File: src/design/tx_port_pkg.sv
package tx_port_pkg;

  // APB register byte addresses.
  localparam logic [11:0] ADDR_CTRL = 12'h000;
  localparam logic [11:0] ADDR_BLOCK_MASK = 12'h004;
  localparam logic [11:0] ADDR_GATE_MASK = 12'h008;
  localparam logic [11:0] ADDR_LINK_DIV = 12'h00C;
  localparam logic [11:0] ADDR_SA_MASK = 12'h010;
  localparam logic [11:0] ADDR_STATUS = 12'h014;

  // Reset values.
  localparam logic [11:0] CTRL_RESET = 12'h000;
  localparam logic [31:0] MASK_RESET = 32'h0000_0000;
  localparam logic [8:0] LINK_DIV_RESET = 9'h100;
  localparam logic [4:0] SA_MASK_RESET = 5'h01;
  localparam int CTRL_WIDTH = 12;

  // Control word, bit 0 is e1_mode and bit 11 is formatter_from_rx.
  typedef struct packed {
    logic formatter_from_rx;
    logic liu_connect_bit;
    logic chclk_gated;
    logic zero_byte_substitution;
    logic sig_en;
    logic link_en;
    logic double_wide;
    logic sync_multiframe;
    logic sync_output;
    logic nrz_format;
    logic store_en;
    logic e1_mode;
  } ctrl_s;

  // Frame geometry.
  localparam logic [2:0] LSB_BIT = 3'h7;
  localparam logic [4:0] T1_LAST_CHAN = 5'h17;
  localparam logic [4:0] E1_LAST_CHAN = 5'h1F;
  localparam logic [3:0] T1_LAST_FRAME = 4'hB;
  localparam logic [3:0] E1_LAST_FRAME = 4'hF;
  localparam logic [3:0] T1_SIG_FRAME_A = 4'h5;
  localparam logic [3:0] T1_SIG_FRAME_B = 4'hB;
  localparam logic [2:0] SA_FIRST_BIT = 3'h3;

  // Link clock half periods counted in bit times.
  localparam logic [8:0] T1_LINK_HALF = 9'h0C1;
  localparam logic [8:0] T1_ZBS_LINK_HALF = 9'h182;

  // Index of each external pin in the synchroniser vector.
  localparam int NUM_PINS = 12;
  localparam int PIN_LINE_CLK = 0;
  localparam int PIN_SYS_CLK = 1;
  localparam int PIN_RX_CLK = 2;
  localparam int PIN_LIU_CLK = 3;
  localparam int PIN_SERIAL = 4;
  localparam int PIN_SIG = 5;
  localparam int PIN_LINK = 6;
  localparam int PIN_FSYNC = 7;
  localparam int PIN_SSYNC = 8;
  localparam int PIN_LIU_POS = 9;
  localparam int PIN_LIU_NEG = 10;
  localparam int PIN_BYPASS = 11;

  // Timing: the pclk rate and the synchroniser latency in cycles.
  localparam int PCLK_HZ = 200_000_000;
  localparam int SYNC_STAGES = 3;

  // Position of the backplane counters inside a frame.
  typedef enum logic [1:0] {
    SLOT_FBIT = 2'b00,
    SLOT_PAYLOAD = 2'b01,
    SLOT_LSB = 2'b10,
    SLOT_IDLE = 2'b11
  } slot_e;

endpackage

File: src/design/pin_sync.sv
`timescale 1ns/1ps
module pin_sync
  import tx_port_pkg::*;
(
  input wire logic pclk,
  input wire logic presetn,
  input wire logic [NUM_PINS-1:0] pins_in,
  output logic [NUM_PINS-1:0] level,
  output logic [NUM_PINS-1:0] rise,
  output logic [NUM_PINS-1:0] fall
);

  logic [NUM_PINS-1:0] s1_q;
  logic [NUM_PINS-1:0] s2_q;
  logic [NUM_PINS-1:0] s3_q;
  logic [NUM_PINS-1:0] level_q;
  logic [NUM_PINS-1:0] level_d;

  genvar i;
  generate
    for (i = 0; i < NUM_PINS; i++) begin : g_pin
      // A change is accepted only once stages two and three agree.
      assign level_d[i] = (s2_q[i] == s3_q[i]) ? s3_q[i] : level_q[i];
      assign rise[i] = level_d[i] & ~level_q[i];
      assign fall[i] = ~level_d[i] & level_q[i];
    end
  endgenerate

  always_ff @(posedge pclk or negedge presetn) begin
    if (!presetn) begin
      s1_q <= '0;
      s2_q <= '0;
      s3_q <= '0;
      level_q <= '0;
    end else begin
      s1_q <= pins_in;
      s2_q <= s1_q;
      s3_q <= s2_q;
      level_q <= level_d;
    end
  end

  assign level = level_q;

endmodule

File: src/design/tx_backplane_port.sv
// The implementer's own choices: the APB slave port and the register addresses.
`timescale 1ns/1ps
module tx_backplane_port
  import tx_port_pkg::*;
(
  input wire logic pclk,
  input wire logic presetn,
  input wire logic psel,
  input wire logic penable,
  input wire logic pwrite,
  input wire logic [11:0] paddr,
  input wire logic [31:0] pwdata,
  output logic [31:0] prdata,
  output logic pready,
  output logic pslverr,
  input wire logic tx_line_clock,
  input wire logic tx_system_clock,
  input wire logic rx_framer_clock_in,
  input wire logic tx_serial_in,
  input wire logic tx_signalling_in,
  input wire logic tx_link_in,
  input wire logic tx_system_sync,
  input wire logic tx_frame_sync_in,
  output logic tx_frame_sync_out,
  output logic tx_frame_sync_oe,
  output logic tx_channel_clock,
  output logic tx_channel_block,
  output logic tx_link_clock,
  output logic tx_pos_out,
  output logic tx_neg_out,
  output logic tx_clock_out,
  input wire logic liu_clock_in,
  input wire logic liu_pos_in,
  input wire logic liu_neg_in,
  input wire logic liu_bypass_pin,
  output logic line_pos_out,
  output logic line_neg_out
);

  // Pin synchronisers.
  logic [NUM_PINS-1:0] pins;
  logic [NUM_PINS-1:0] lvl;
  logic [NUM_PINS-1:0] rise;
  logic [NUM_PINS-1:0] fall;

  assign pins[PIN_LINE_CLK] = tx_line_clock;
  assign pins[PIN_SYS_CLK] = tx_system_clock;
  assign pins[PIN_RX_CLK] = rx_framer_clock_in;
  assign pins[PIN_LIU_CLK] = liu_clock_in;
  assign pins[PIN_SERIAL] = tx_serial_in;
  assign pins[PIN_SIG] = tx_signalling_in;
  assign pins[PIN_LINK] = tx_link_in;
  assign pins[PIN_FSYNC] = tx_frame_sync_in;
  assign pins[PIN_SSYNC] = tx_system_sync;
  assign pins[PIN_LIU_POS] = liu_pos_in;
  assign pins[PIN_LIU_NEG] = liu_neg_in;
  assign pins[PIN_BYPASS] = liu_bypass_pin;

  // Clocks and data share the same latency, so a data pin seen at a clock edge
  // holds the value it had at that edge on the wire.
  pin_sync u_sync (
    .pclk(pclk),
    .presetn(presetn),
    .pins_in(pins),
    .level(lvl),
    .rise(rise),
    .fall(fall)
  );

  // Registers.
  ctrl_s ctrl_q;
  logic [31:0] block_mask_q;
  logic [31:0] gate_mask_q;
  logic [8:0] link_div_q;
  logic [4:0] sa_mask_q;
  logic [31:0] prdata_q;
  logic [31:0] status_w;
  logic [31:0] rd_mux;

  wire sel_ctrl = (paddr == ADDR_CTRL);
  wire sel_block = (paddr == ADDR_BLOCK_MASK);
  wire sel_gate = (paddr == ADDR_GATE_MASK);
  wire sel_div = (paddr == ADDR_LINK_DIV);
  wire sel_sa = (paddr == ADDR_SA_MASK);
  wire sel_status = (paddr == ADDR_STATUS);
  wire mapped = sel_ctrl | sel_block | sel_gate | sel_div | sel_sa | sel_status;
  wire access = psel & penable;
  wire wr_en = access & pwrite & mapped & ~sel_status;

  assign pready = 1'b1;
  assign pslverr = access & ~mapped;
  assign prdata = prdata_q;

  assign rd_mux = sel_ctrl ? {20'h00000, ctrl_q} :
                  sel_block ? block_mask_q :
                  sel_gate ? gate_mask_q :
                  sel_div ? {23'h000000, link_div_q} :
                  sel_sa ? {27'h0000000, sa_mask_q} :
                  sel_status ? status_w : 32'h0000_0000;

  always_ff @(posedge pclk or negedge presetn) begin
    if (!presetn) begin
      ctrl_q <= ctrl_s'(CTRL_RESET);
      block_mask_q <= MASK_RESET;
      gate_mask_q <= MASK_RESET;
      link_div_q <= LINK_DIV_RESET;
      sa_mask_q <= SA_MASK_RESET;
      prdata_q <= 32'h0000_0000;
    end else begin
      if (wr_en && sel_ctrl) begin
        ctrl_q <= ctrl_s'(pwdata[CTRL_WIDTH-1:0]);
      end
      if (wr_en && sel_block) begin
        block_mask_q <= pwdata;
      end
      if (wr_en && sel_gate) begin
        gate_mask_q <= pwdata;
      end
      if (wr_en && sel_div) begin
        link_div_q <= pwdata[8:0];
      end
      if (wr_en && sel_sa) begin
        sa_mask_q <= pwdata[4:0];
      end
      // Read data is captured in the setup cycle and stands through access.
      if (psel && !penable) begin
        prdata_q <= rd_mux;
      end
    end
  end

  // Backplane timing domain: line clock, or system clock with the store on.
  wire bp_rise = ctrl_q.store_en ? rise[PIN_SYS_CLK] : rise[PIN_LINE_CLK];
  wire bp_fall = ctrl_q.store_en ? fall[PIN_SYS_CLK] : fall[PIN_LINE_CLK];
  wire bp_level = ctrl_q.store_en ? lvl[PIN_SYS_CLK] : lvl[PIN_LINE_CLK];

  // With the store off the system sync pin is ignored, so a stray level there
  // cannot move the frame.
  wire sync_in_pulse = ctrl_q.store_en ? rise[PIN_SSYNC] :
                       (~ctrl_q.sync_output & rise[PIN_FSYNC]);

  // Frame position counters.
  logic [2:0] bit_q;
  logic [4:0] chan_q;
  logic [3:0] frame_q;
  logic fbit_q;
  slot_e slot;

  wire [4:0] last_chan = ctrl_q.e1_mode ? E1_LAST_CHAN : T1_LAST_CHAN;
  wire [3:0] last_frame = ctrl_q.e1_mode ? E1_LAST_FRAME : T1_LAST_FRAME;
  wire chan_end = (bit_q == LSB_BIT);
  wire frame_end = chan_end & (chan_q == last_chan);

  always_comb begin
    case ({fbit_q, chan_end})
      2'b00: slot = SLOT_PAYLOAD;
      2'b01: slot = SLOT_LSB;
      2'b10: slot = SLOT_FBIT;
      2'b11: slot = SLOT_FBIT;
      default: slot = SLOT_IDLE;
    endcase
  end

  always_ff @(posedge pclk or negedge presetn) begin
    if (!presetn) begin
      bit_q <= 3'h0;
      chan_q <= 5'h00;
      frame_q <= 4'h0;
      fbit_q <= 1'b1;
    end else if (sync_in_pulse) begin
      bit_q <= 3'h0;
      chan_q <= 5'h00;
      fbit_q <= ~ctrl_q.e1_mode;
      if (ctrl_q.sync_multiframe) begin
        frame_q <= 4'h0;
      end
    end else if (bp_rise) begin
      if (slot == SLOT_FBIT) begin
        fbit_q <= 1'b0;
        bit_q <= 3'h0;
        chan_q <= 5'h00;
      end else if (frame_end) begin
        bit_q <= 3'h0;
        chan_q <= 5'h00;
        fbit_q <= ~ctrl_q.e1_mode;
        frame_q <= (frame_q == last_frame) ? 4'h0 : frame_q + 4'h1;
      end else if (chan_end) begin
        bit_q <= 3'h0;
        chan_q <= chan_q + 5'h01;
      end else begin
        bit_q <= bit_q + 3'h1;
      end
    end
  end

  // Serial and signalling capture, MSB first.
  logic [7:0] ser_shift_q;
  logic [7:0] sig_shift_q;
  logic [7:0] last_byte_q;
  logic [7:0] last_sig_q;
  logic ser_bit_q;

  wire in_payload = (slot != SLOT_FBIT);

  always_ff @(posedge pclk or negedge presetn) begin
    if (!presetn) begin
      ser_shift_q <= 8'h00;
      sig_shift_q <= 8'h00;
      last_byte_q <= 8'h00;
      last_sig_q <= 8'h00;
      ser_bit_q <= 1'b0;
    end else if (bp_fall) begin
      ser_bit_q <= lvl[PIN_SERIAL];
      if (in_payload) begin
        ser_shift_q <= {ser_shift_q[6:0], lvl[PIN_SERIAL]};
        if (ctrl_q.sig_en) begin
          sig_shift_q <= {sig_shift_q[6:0], lvl[PIN_SIG]};
        end
        if (chan_end) begin
          last_byte_q <= {ser_shift_q[6:0], lvl[PIN_SERIAL]};
          if (ctrl_q.sig_en) begin
            last_sig_q <= {sig_shift_q[6:0], lvl[PIN_SIG]};
          end
        end
      end
    end
  end

  // Link data lands in the T1 F-bit slot or in the chosen E1 Sa bits of slot 0.
  logic link_bit_q;
  logic link_clk_q;
  logic [8:0] link_cnt_q;
  wire [2:0] sa_idx = bit_q - SA_FIRST_BIT;
  wire sa_slot = (chan_q == 5'h00) & (bit_q >= SA_FIRST_BIT) & frame_q[0] & sa_mask_q[sa_idx];
  wire link_slot = ctrl_q.e1_mode ? sa_slot : fbit_q;
  wire [8:0] link_half = ctrl_q.e1_mode ? link_div_q :
                         (ctrl_q.zero_byte_substitution ? T1_ZBS_LINK_HALF : T1_LINK_HALF);

  always_ff @(posedge pclk or negedge presetn) begin
    if (!presetn) begin
      link_bit_q <= 1'b0;
      link_clk_q <= 1'b0;
      link_cnt_q <= 9'h000;
    end else begin
      if (ctrl_q.link_en && fall[PIN_LINE_CLK] && link_slot) begin
        link_bit_q <= lvl[PIN_LINK];
      end
      if (sync_in_pulse) begin
        link_cnt_q <= 9'h000;
        link_clk_q <= 1'b0;
      end else if (bp_rise) begin
        if (link_cnt_q + 9'h001 >= link_half) begin
          link_cnt_q <= 9'h000;
          link_clk_q <= ~link_clk_q;
        end else begin
          link_cnt_q <= link_cnt_q + 9'h001;
        end
      end
    end
  end

  assign tx_link_clock = link_clk_q;

  // Channel clock, channel block and frame sync output.
  logic chclk_q;
  logic chblk_q;
  logic fsync_q;

  wire frame_start = ctrl_q.e1_mode ? ((chan_q == 5'h00) & (bit_q == 3'h0)) : fbit_q;
  wire sig_frame = (frame_q == T1_SIG_FRAME_A) | (frame_q == T1_SIG_FRAME_B);
  wire second_bit = ~ctrl_q.e1_mode & ~fbit_q & (chan_q == 5'h00) & (bit_q == 3'h0);
  wire mf_ok = ~ctrl_q.sync_multiframe | (frame_q == 4'h0);
  wire wide_ok = ctrl_q.double_wide & ~ctrl_q.sync_multiframe & sig_frame & second_bit;
  wire chclk_plain = (slot == SLOT_LSB);
  wire chclk_gate = bp_level & gate_mask_q[chan_q] & in_payload;

  always_ff @(posedge pclk or negedge presetn) begin
    if (!presetn) begin
      chclk_q <= 1'b0;
      chblk_q <= 1'b0;
      fsync_q <= 1'b0;
    end else begin
      chclk_q <= ctrl_q.chclk_gated ? chclk_gate : chclk_plain;
      chblk_q <= in_payload & block_mask_q[chan_q];
      fsync_q <= (frame_start & mf_ok) | wide_ok;
    end
  end

  assign tx_channel_clock = chclk_q;
  assign tx_channel_block = chblk_q;
  assign tx_frame_sync_out = fsync_q;
  assign tx_frame_sync_oe = ctrl_q.sync_output;

  // Formatter output: AMI marks alternate polarity, NRZ uses the positive pin.
  wire fmt_rise = ctrl_q.formatter_from_rx ? rise[PIN_RX_CLK] : rise[PIN_LINE_CLK];
  wire fmt_fall = ctrl_q.formatter_from_rx ? fall[PIN_RX_CLK] : fall[PIN_LINE_CLK];
  wire fmt_level = ctrl_q.formatter_from_rx ? lvl[PIN_RX_CLK] : lvl[PIN_LINE_CLK];
  logic pos_q;
  logic neg_q;
  logic mark_pol_q;
  logic clk_out_q;

  always_ff @(posedge pclk or negedge presetn) begin
    if (!presetn) begin
      pos_q <= 1'b0;
      neg_q <= 1'b0;
      mark_pol_q <= 1'b0;
      clk_out_q <= 1'b0;
    end else begin
      clk_out_q <= (fmt_level | fmt_rise) & ~fmt_fall;
      if (fmt_rise) begin
        if (ctrl_q.nrz_format) begin
          pos_q <= ser_bit_q;
          neg_q <= 1'b0;
        end else begin
          pos_q <= ser_bit_q & ~mark_pol_q;
          neg_q <= ser_bit_q & mark_pol_q;
          if (ser_bit_q) begin
            mark_pol_q <= ~mark_pol_q;
          end
        end
      end
    end
  end

  assign tx_pos_out = pos_q;
  assign tx_neg_out = neg_q;
  assign tx_clock_out = clk_out_q;

  // Line side: the internal path bypasses the interim pins entirely.
  wire connect = lvl[PIN_BYPASS] | ctrl_q.liu_connect_bit;
  wire liu_fall = connect ? fmt_fall : fall[PIN_LIU_CLK];
  wire liu_pos = connect ? pos_q : lvl[PIN_LIU_POS];
  wire liu_neg = connect ? neg_q : lvl[PIN_LIU_NEG];
  logic line_pos_q;
  logic line_neg_q;

  always_ff @(posedge pclk or negedge presetn) begin
    if (!presetn) begin
      line_pos_q <= 1'b0;
      line_neg_q <= 1'b0;
    end else if (liu_fall) begin
      line_pos_q <= liu_pos;
      line_neg_q <= liu_neg;
    end
  end

  assign line_pos_out = line_pos_q;
  assign line_neg_out = line_neg_q;

  assign status_w = {frame_q, chan_q, bit_q, fbit_q, connect, link_bit_q, mark_pol_q,
                     last_sig_q, last_byte_q};

endmodule

File: config.mk
export PLATFORM = sky130hd
export DESIGN_NAME = tx_backplane_port
export DESIGN_NICKNAME = d
export VERILOG_FILES = /design/src/design/tx_port_pkg.sv /design/src/design/pin_sync.sv /design/src/design/tx_backplane_port.sv
export SDC_FILE = /design/constraint.sdc
export NUM_CORES = 1
export LEC_CHECK = 0
export BUFFER_PORTS_ARGS = -buffer_cell sky130_fd_sc_hd__clkbuf_2
export CORE_AREA = 2 2 139 209
export DETAILED_ROUTE_END_ITERATION = 8
export DIE_AREA = 0 0 141 211
export PLACE_DENSITY = 0.67
export SYNTH_ARGS = -nofsm -noshare
export SYNTH_HDL_FRONTEND = slang
export SYNTH_HIERARCHICAL = 1
export SYNTH_SLANG_ARGS = --single-unit
File: constraint.sdc
create_clock -name pclk -period 5.95 [get_ports pclk]
set_input_delay 0.8925 -clock pclk [delete_from_list [all_inputs] [get_ports pclk]]
set_output_delay 0.8925 -clock pclk [all_outputs]
set_load 0.1 [all_outputs]
== Yosys cells after proc, flatten, opt, wreduce, memory -nomap -nowiden ==
Index checks and enable logic that the tools add are counted.

* Logic and storage cells: 242
* Input bits: 61
* Bits in registers: 234
* Output and inout port bits: 44

* Equal/unequal tests: 28
* Order comparisons: 4
* Mux-type cells: 64
* Add/subtract/negate cells: 5
* Bitwise logic cells: 62
* Reductions and logical operators: 31

{| class="wikitable"
|+ Operators with widths
! operator !! number
|-
| $mux W32 || 6
|-
| $mux W9 || 5
|-
| $and A1 B1 Y1 || 33
|-
| $mux W1 || 31
|-
| $mux W4 || 7
|-
| $mux W5 || 5
|-
| $eq A12 B4 Y1 const B || 2
|-
| $eq A12 B5 Y1 const B || 2
|-
| $not A1 Y1 || 19
|-
| $mux W3 || 6
|-
| $eq A1 B1 Y1 || 12
|-
| $eq A12 B3 Y1 const B || 1
|-
| $logic_not A12 Y1 || 1
|-
| $bmux W1 S5 || 2
|-
| $or A1 B1 Y1 || 10
|-
| $add A9 B1 Y9 const B || 1
|-
| $ge A9 B9 Y1 || 1
|-
| $reduce_and A3 Y1 || 3
|-
| $logic_and A1 B1 Y1 || 8
|-
| $reduce_and A2 Y1 || 4
|-
| $reduce_and A4 Y1 || 2
|-
| $reduce_bool A2 Y1 || 4
|-
| $eq A2 B2 Y1 const B || 3
|-
| $lt A5 B6 Y1 const B || 1
|-
| 23 further kinds || 25
|}

== Logic depth before layout (Yosys ltp) ==
* Word-level depth: 9
* Depth in mapped cells: 12
* Depth with buffers taken out: 11

== By module ==
Netlist, hierarchy kept.

{| class="wikitable"
|+ By module, submodules not included
! module !! cells an instance !! times used !! area an instance (µm²) !! seq. area each (µm²)
|-
| tx_backplane_port || 816 || 1 || 9547.9 || 4658.2
|-
| pin_sync || 84 || 1 || 1532.7 || 1201.2
|}

== Worst setup path after synthesis ==
Ideal clock, no wire load.

* Path type: input port to output port
* From: input paddr[4]
* To: output pslverr
* Buffers on the path: 3
* Cell stages on the path: 5
* Path slack: 1748 ps
* Required time: 5058 ps
* Data arrival time: 3310 ps
* Cell sequence: clkbuf_1 > clkbuf_1 > clkbuf_1 > nand2_1 > a21oi_1

* Cells in the longest elaborated chain, start to end: 8
* Elaborated cells between the ends (all ways): 13
* Those cells by class: 5 x eq/ne; 7 x bitwise; 1 x reduce/logical

{| class="wikitable"
|+ RTL lines
! element !! RTL line !! text
|-
| from (decl) || tx_backplane_port.sv:11 || <nowiki>input wire logic [11:0] paddr,</nowiki>
|-
| $eq A12 B3 Y1 or $logic_not A12 Y1 (tied branches) || tx_backplane_port.sv:81, tx_backplane_port.sv:80 ||
|-
| $or A1 B1 Y1 (4 in series) || tx_backplane_port.sv:86 || <nowiki>wire mapped = sel_ctrl | sel_block | sel_gate | sel_div | sel_sa | sel_status;</nowiki>
|-
| $or A1 B1 Y1 (*) || tx_backplane_port.sv:86 ||
|-
| $not A1 Y1 (*) || tx_backplane_port.sv:91 || <nowiki>assign pslverr = access & ~mapped;</nowiki>
|-
| $and A1 B1 Y1 (*) || tx_backplane_port.sv:91 ||
|-
| to (decl) || tx_backplane_port.sv:15 || <nowiki>output logic pslverr,</nowiki>
|}

Mark *: on every way between the ends. The rest lies on a longest branch, timed or not.

== Final worst setup path ==
* From: input paddr[4]
* To: register block_mask_q[0]

* Cells in the longest elaborated chain, start to end: 9
* Elaborated cells between the ends (all ways): 15
* Those cells by class: 5 x eq/ne; 8 x bitwise; 2 x reduce/logical

{| class="wikitable"
|+ RTL lines
! element !! RTL line !! text
|-
| $eq A12 B3 Y1 or $logic_not A12 Y1 (tied branches) || tx_backplane_port.sv:81, tx_backplane_port.sv:80 ||
|-
| $or A1 B1 Y1 (5 in series) || tx_backplane_port.sv:86 ||
|-
| $and A1 B1 Y1 (2 in series) || tx_backplane_port.sv:88 || <nowiki>wire wr_en = access & pwrite & mapped & ~sel_status;</nowiki>
|-
| $logic_and A1 B1 Y1 (*) || tx_backplane_port.sv:113 || <nowiki>if (wr_en && sel_block) begin</nowiki>
|-
| to (signal assigned) || tx_backplane_port.sv:114 || <nowiki>block_mask_q <= pwdata;</nowiki>
|-
| to (decl) || tx_backplane_port.sv:72 || <nowiki>logic [31:0] block_mask_q;</nowiki>
|}

Marked as above.
A chain may end at the register's enable or synchronous reset.

==> metrics.txt <==
io pins 105; Yosys warnings 6; Worst R2R Path Depth 10; most common cell after layout, fill and taps aside dfrtp_1; Synthesized Nets 965; CP Data Arrival Time 3.61 ns; Worst Clk Skew 0.0180 ns; crit path buf inv count 2; RSZ-0062 raised after global routing no; Initial Util 0.393; reg2reg start link_cnt_q[0]; Resized Gates After CTS 0; DR DRC count 0; cell area after synthesis 11000 um2; die height 211 um; Crit Path Category input port to register; fraction of layout cells with a size suffix above 1 0.324; leak pwr 5.92 nW; DR iter-0 viols 438; final setup vio count 0; Synth Instances 885; DRT Pass-1 Iters 5; IO Port Bufs 103; fmax 314 MHz; Rel. slew slack 0.219; DR WL/cell 19.9 um; CP Data Required Time 6.37 ns; Core Footprint 27900 um2; antenna cells 0; Vias/cell 5.51; endpoint class of the critical path register; All-Layer GR Usage 0.181; most frequent cells in the layout 231 x dfrtp_1, 102 x clkbuf_2, 95 x mux2_2; Critical path origin paddr[4]; max-slew violation count 0; root cell of the clock tree clkbuf_16; Max stage delay cell, worst path or2_2; Post-CTS Setup Inserts 0; Post-DRT Antenna Nets 0; area taken by multi-input logic gates 4780 um2; crit-path leading delay family simple AND/OR/NAND/NOR gates; Pwr Density 306 nW/um2; remaining global-route overflow 0; crit path max fanout 32; Max Cap Viol 0; Die Area 29800 um2; Fillers 2559; clock tree from TritonCTS done; fin nets 1054; vias post-DR 7356; endpoints failing hold 0; total power 3.84 mW; VDD IR max 0.000195 V; crit path launch type input port; largest net degree at the start of global routing 111; Hold Crit Class register to register; R2R Path End link_cnt_q[2]; Least-Margin Pin Slew 1.17 ns; routability congestion estimate 0.869; crit path cell chain clkbuf_2 > buf_4 > and2b_2 > nand2_4 > or2_2 > mux2_2; first-pass GRT wire length 42.0 mm; crit path capture block_mask_q[0]; DIE WIDTH 141 um; number of global-route vias before repair 7532; DRT Wirelength 26.5 mm; clk slew on worst S/H paths 0.07 ns; Avg Inst Size Synth 12.4 um2; period utilization 0.536; clock buffer depth 3; clk sinks 234; post-layout minimum cycle time 3.19 ns; sequential standard cell area 5860 um2; Clk Latency, worst-skew pair 0.54 ns; Hold Crit Start u_sync/s1_q[2]; FP Rows 75; WP depth 6; Num CTS Buffers 23; Setup TNS 0 ns; hold buffers post-CTS 0; CP peak stage delay 0.91 ns; outcome completed; Area Overhead vs Synth 14.6%; initial antenna violation count 1; dpl hpwl 18.7 mm; R2R Setup Slk 2.91 ns; H-tree depth 1
==> routing by layer <==
| metal | vias to the layer above | GRT usage | part of all wire |
|---|---|---|---|
| met5 | - | 0 | 0.00030 |
| met4 | 2 | 0.0597 | 0.026 |
| met2 | 203 | 0.322 | 0.52 |
| li1 | 3374 | - | - |
| met3 | 47 | 0.0292 | 0.049 |
| met1 | 3730 | 0.224 | 0.41 |
==> through the flow <==
| step | util | setup slack (ns) | instances | area (um2) | hold slack (ns) |
|---|---|---|---|---|---|
| 4_1_cts | 0.451 | 2.81 | 1336 | 12600 | 0.349 |
| 3_5_place_dp | 0.421 | 2.25 | 1295 | 11700 | 0.335 |
| 2_1_floorplan | - | 1.75 | 885 | 11000 | 0.331 |
| 6_report | 0.451 | 2.76 | 1336 | 12600 | 0.347 |
| 3_3_place_gp | 0.421 | 2.32 | 1295 | 11700 | 0.332 |
| 5_1_grt | 0.451 | 2.64 | 1336 | 12600 | 0.356 |
==> registers in the layout, summed over array words and instances, names as in the netlist, 5 cells and up <==
register,cells
u_sync/level,12
u_sync/s2_q,12
ser_shift_q,7
last_sig_q,8
block_mask_q,32
prdata,32
chan_q,5
sa_mask_q,5
sig_shift_q,7
link_cnt_q,9
u_sync/s3_q,12
ctrl_q,11
link_div_q,9
last_byte_q,8
u_sync/s1_q,12
gate_mask_q,32
==> worst min-delay path by stage <==
stage / end / cells past startpoint
final: u_sync/s2_q[2] / 0
after global routing: u_sync/s2_q[11] / 0
after CTS: u_sync/s2_q[2] / 0
after detailed placement: u_sync/s2_q[2] / 0
after global placement: u_sync/s2_q[9] / 0
after floorplan: u_sync/s2_q[0] / 0
==> power breakdown <==
part / internal [mW] / total, mW / switching, mW
logic: 0.147 / 0.435 / 0.288
registers: 1.67 / 1.78 / 0.111
clock network: 0.990 / 1.63 / 0.637
total: 2.80 / 3.84 / 1.04
==> cell type report <==
type / count / share of cell area
clock buffer: 29 / 0.0484
clock inverter: 12 / 0.0179
inverter: 17 / 0.00508
multi-input combinational: 587 / 0.381
sequential: 234 / 0.467
tap: 346 / 0.0345
timing repair buffer: 111 / 0.0466
(Power assumes the default switching activity.)
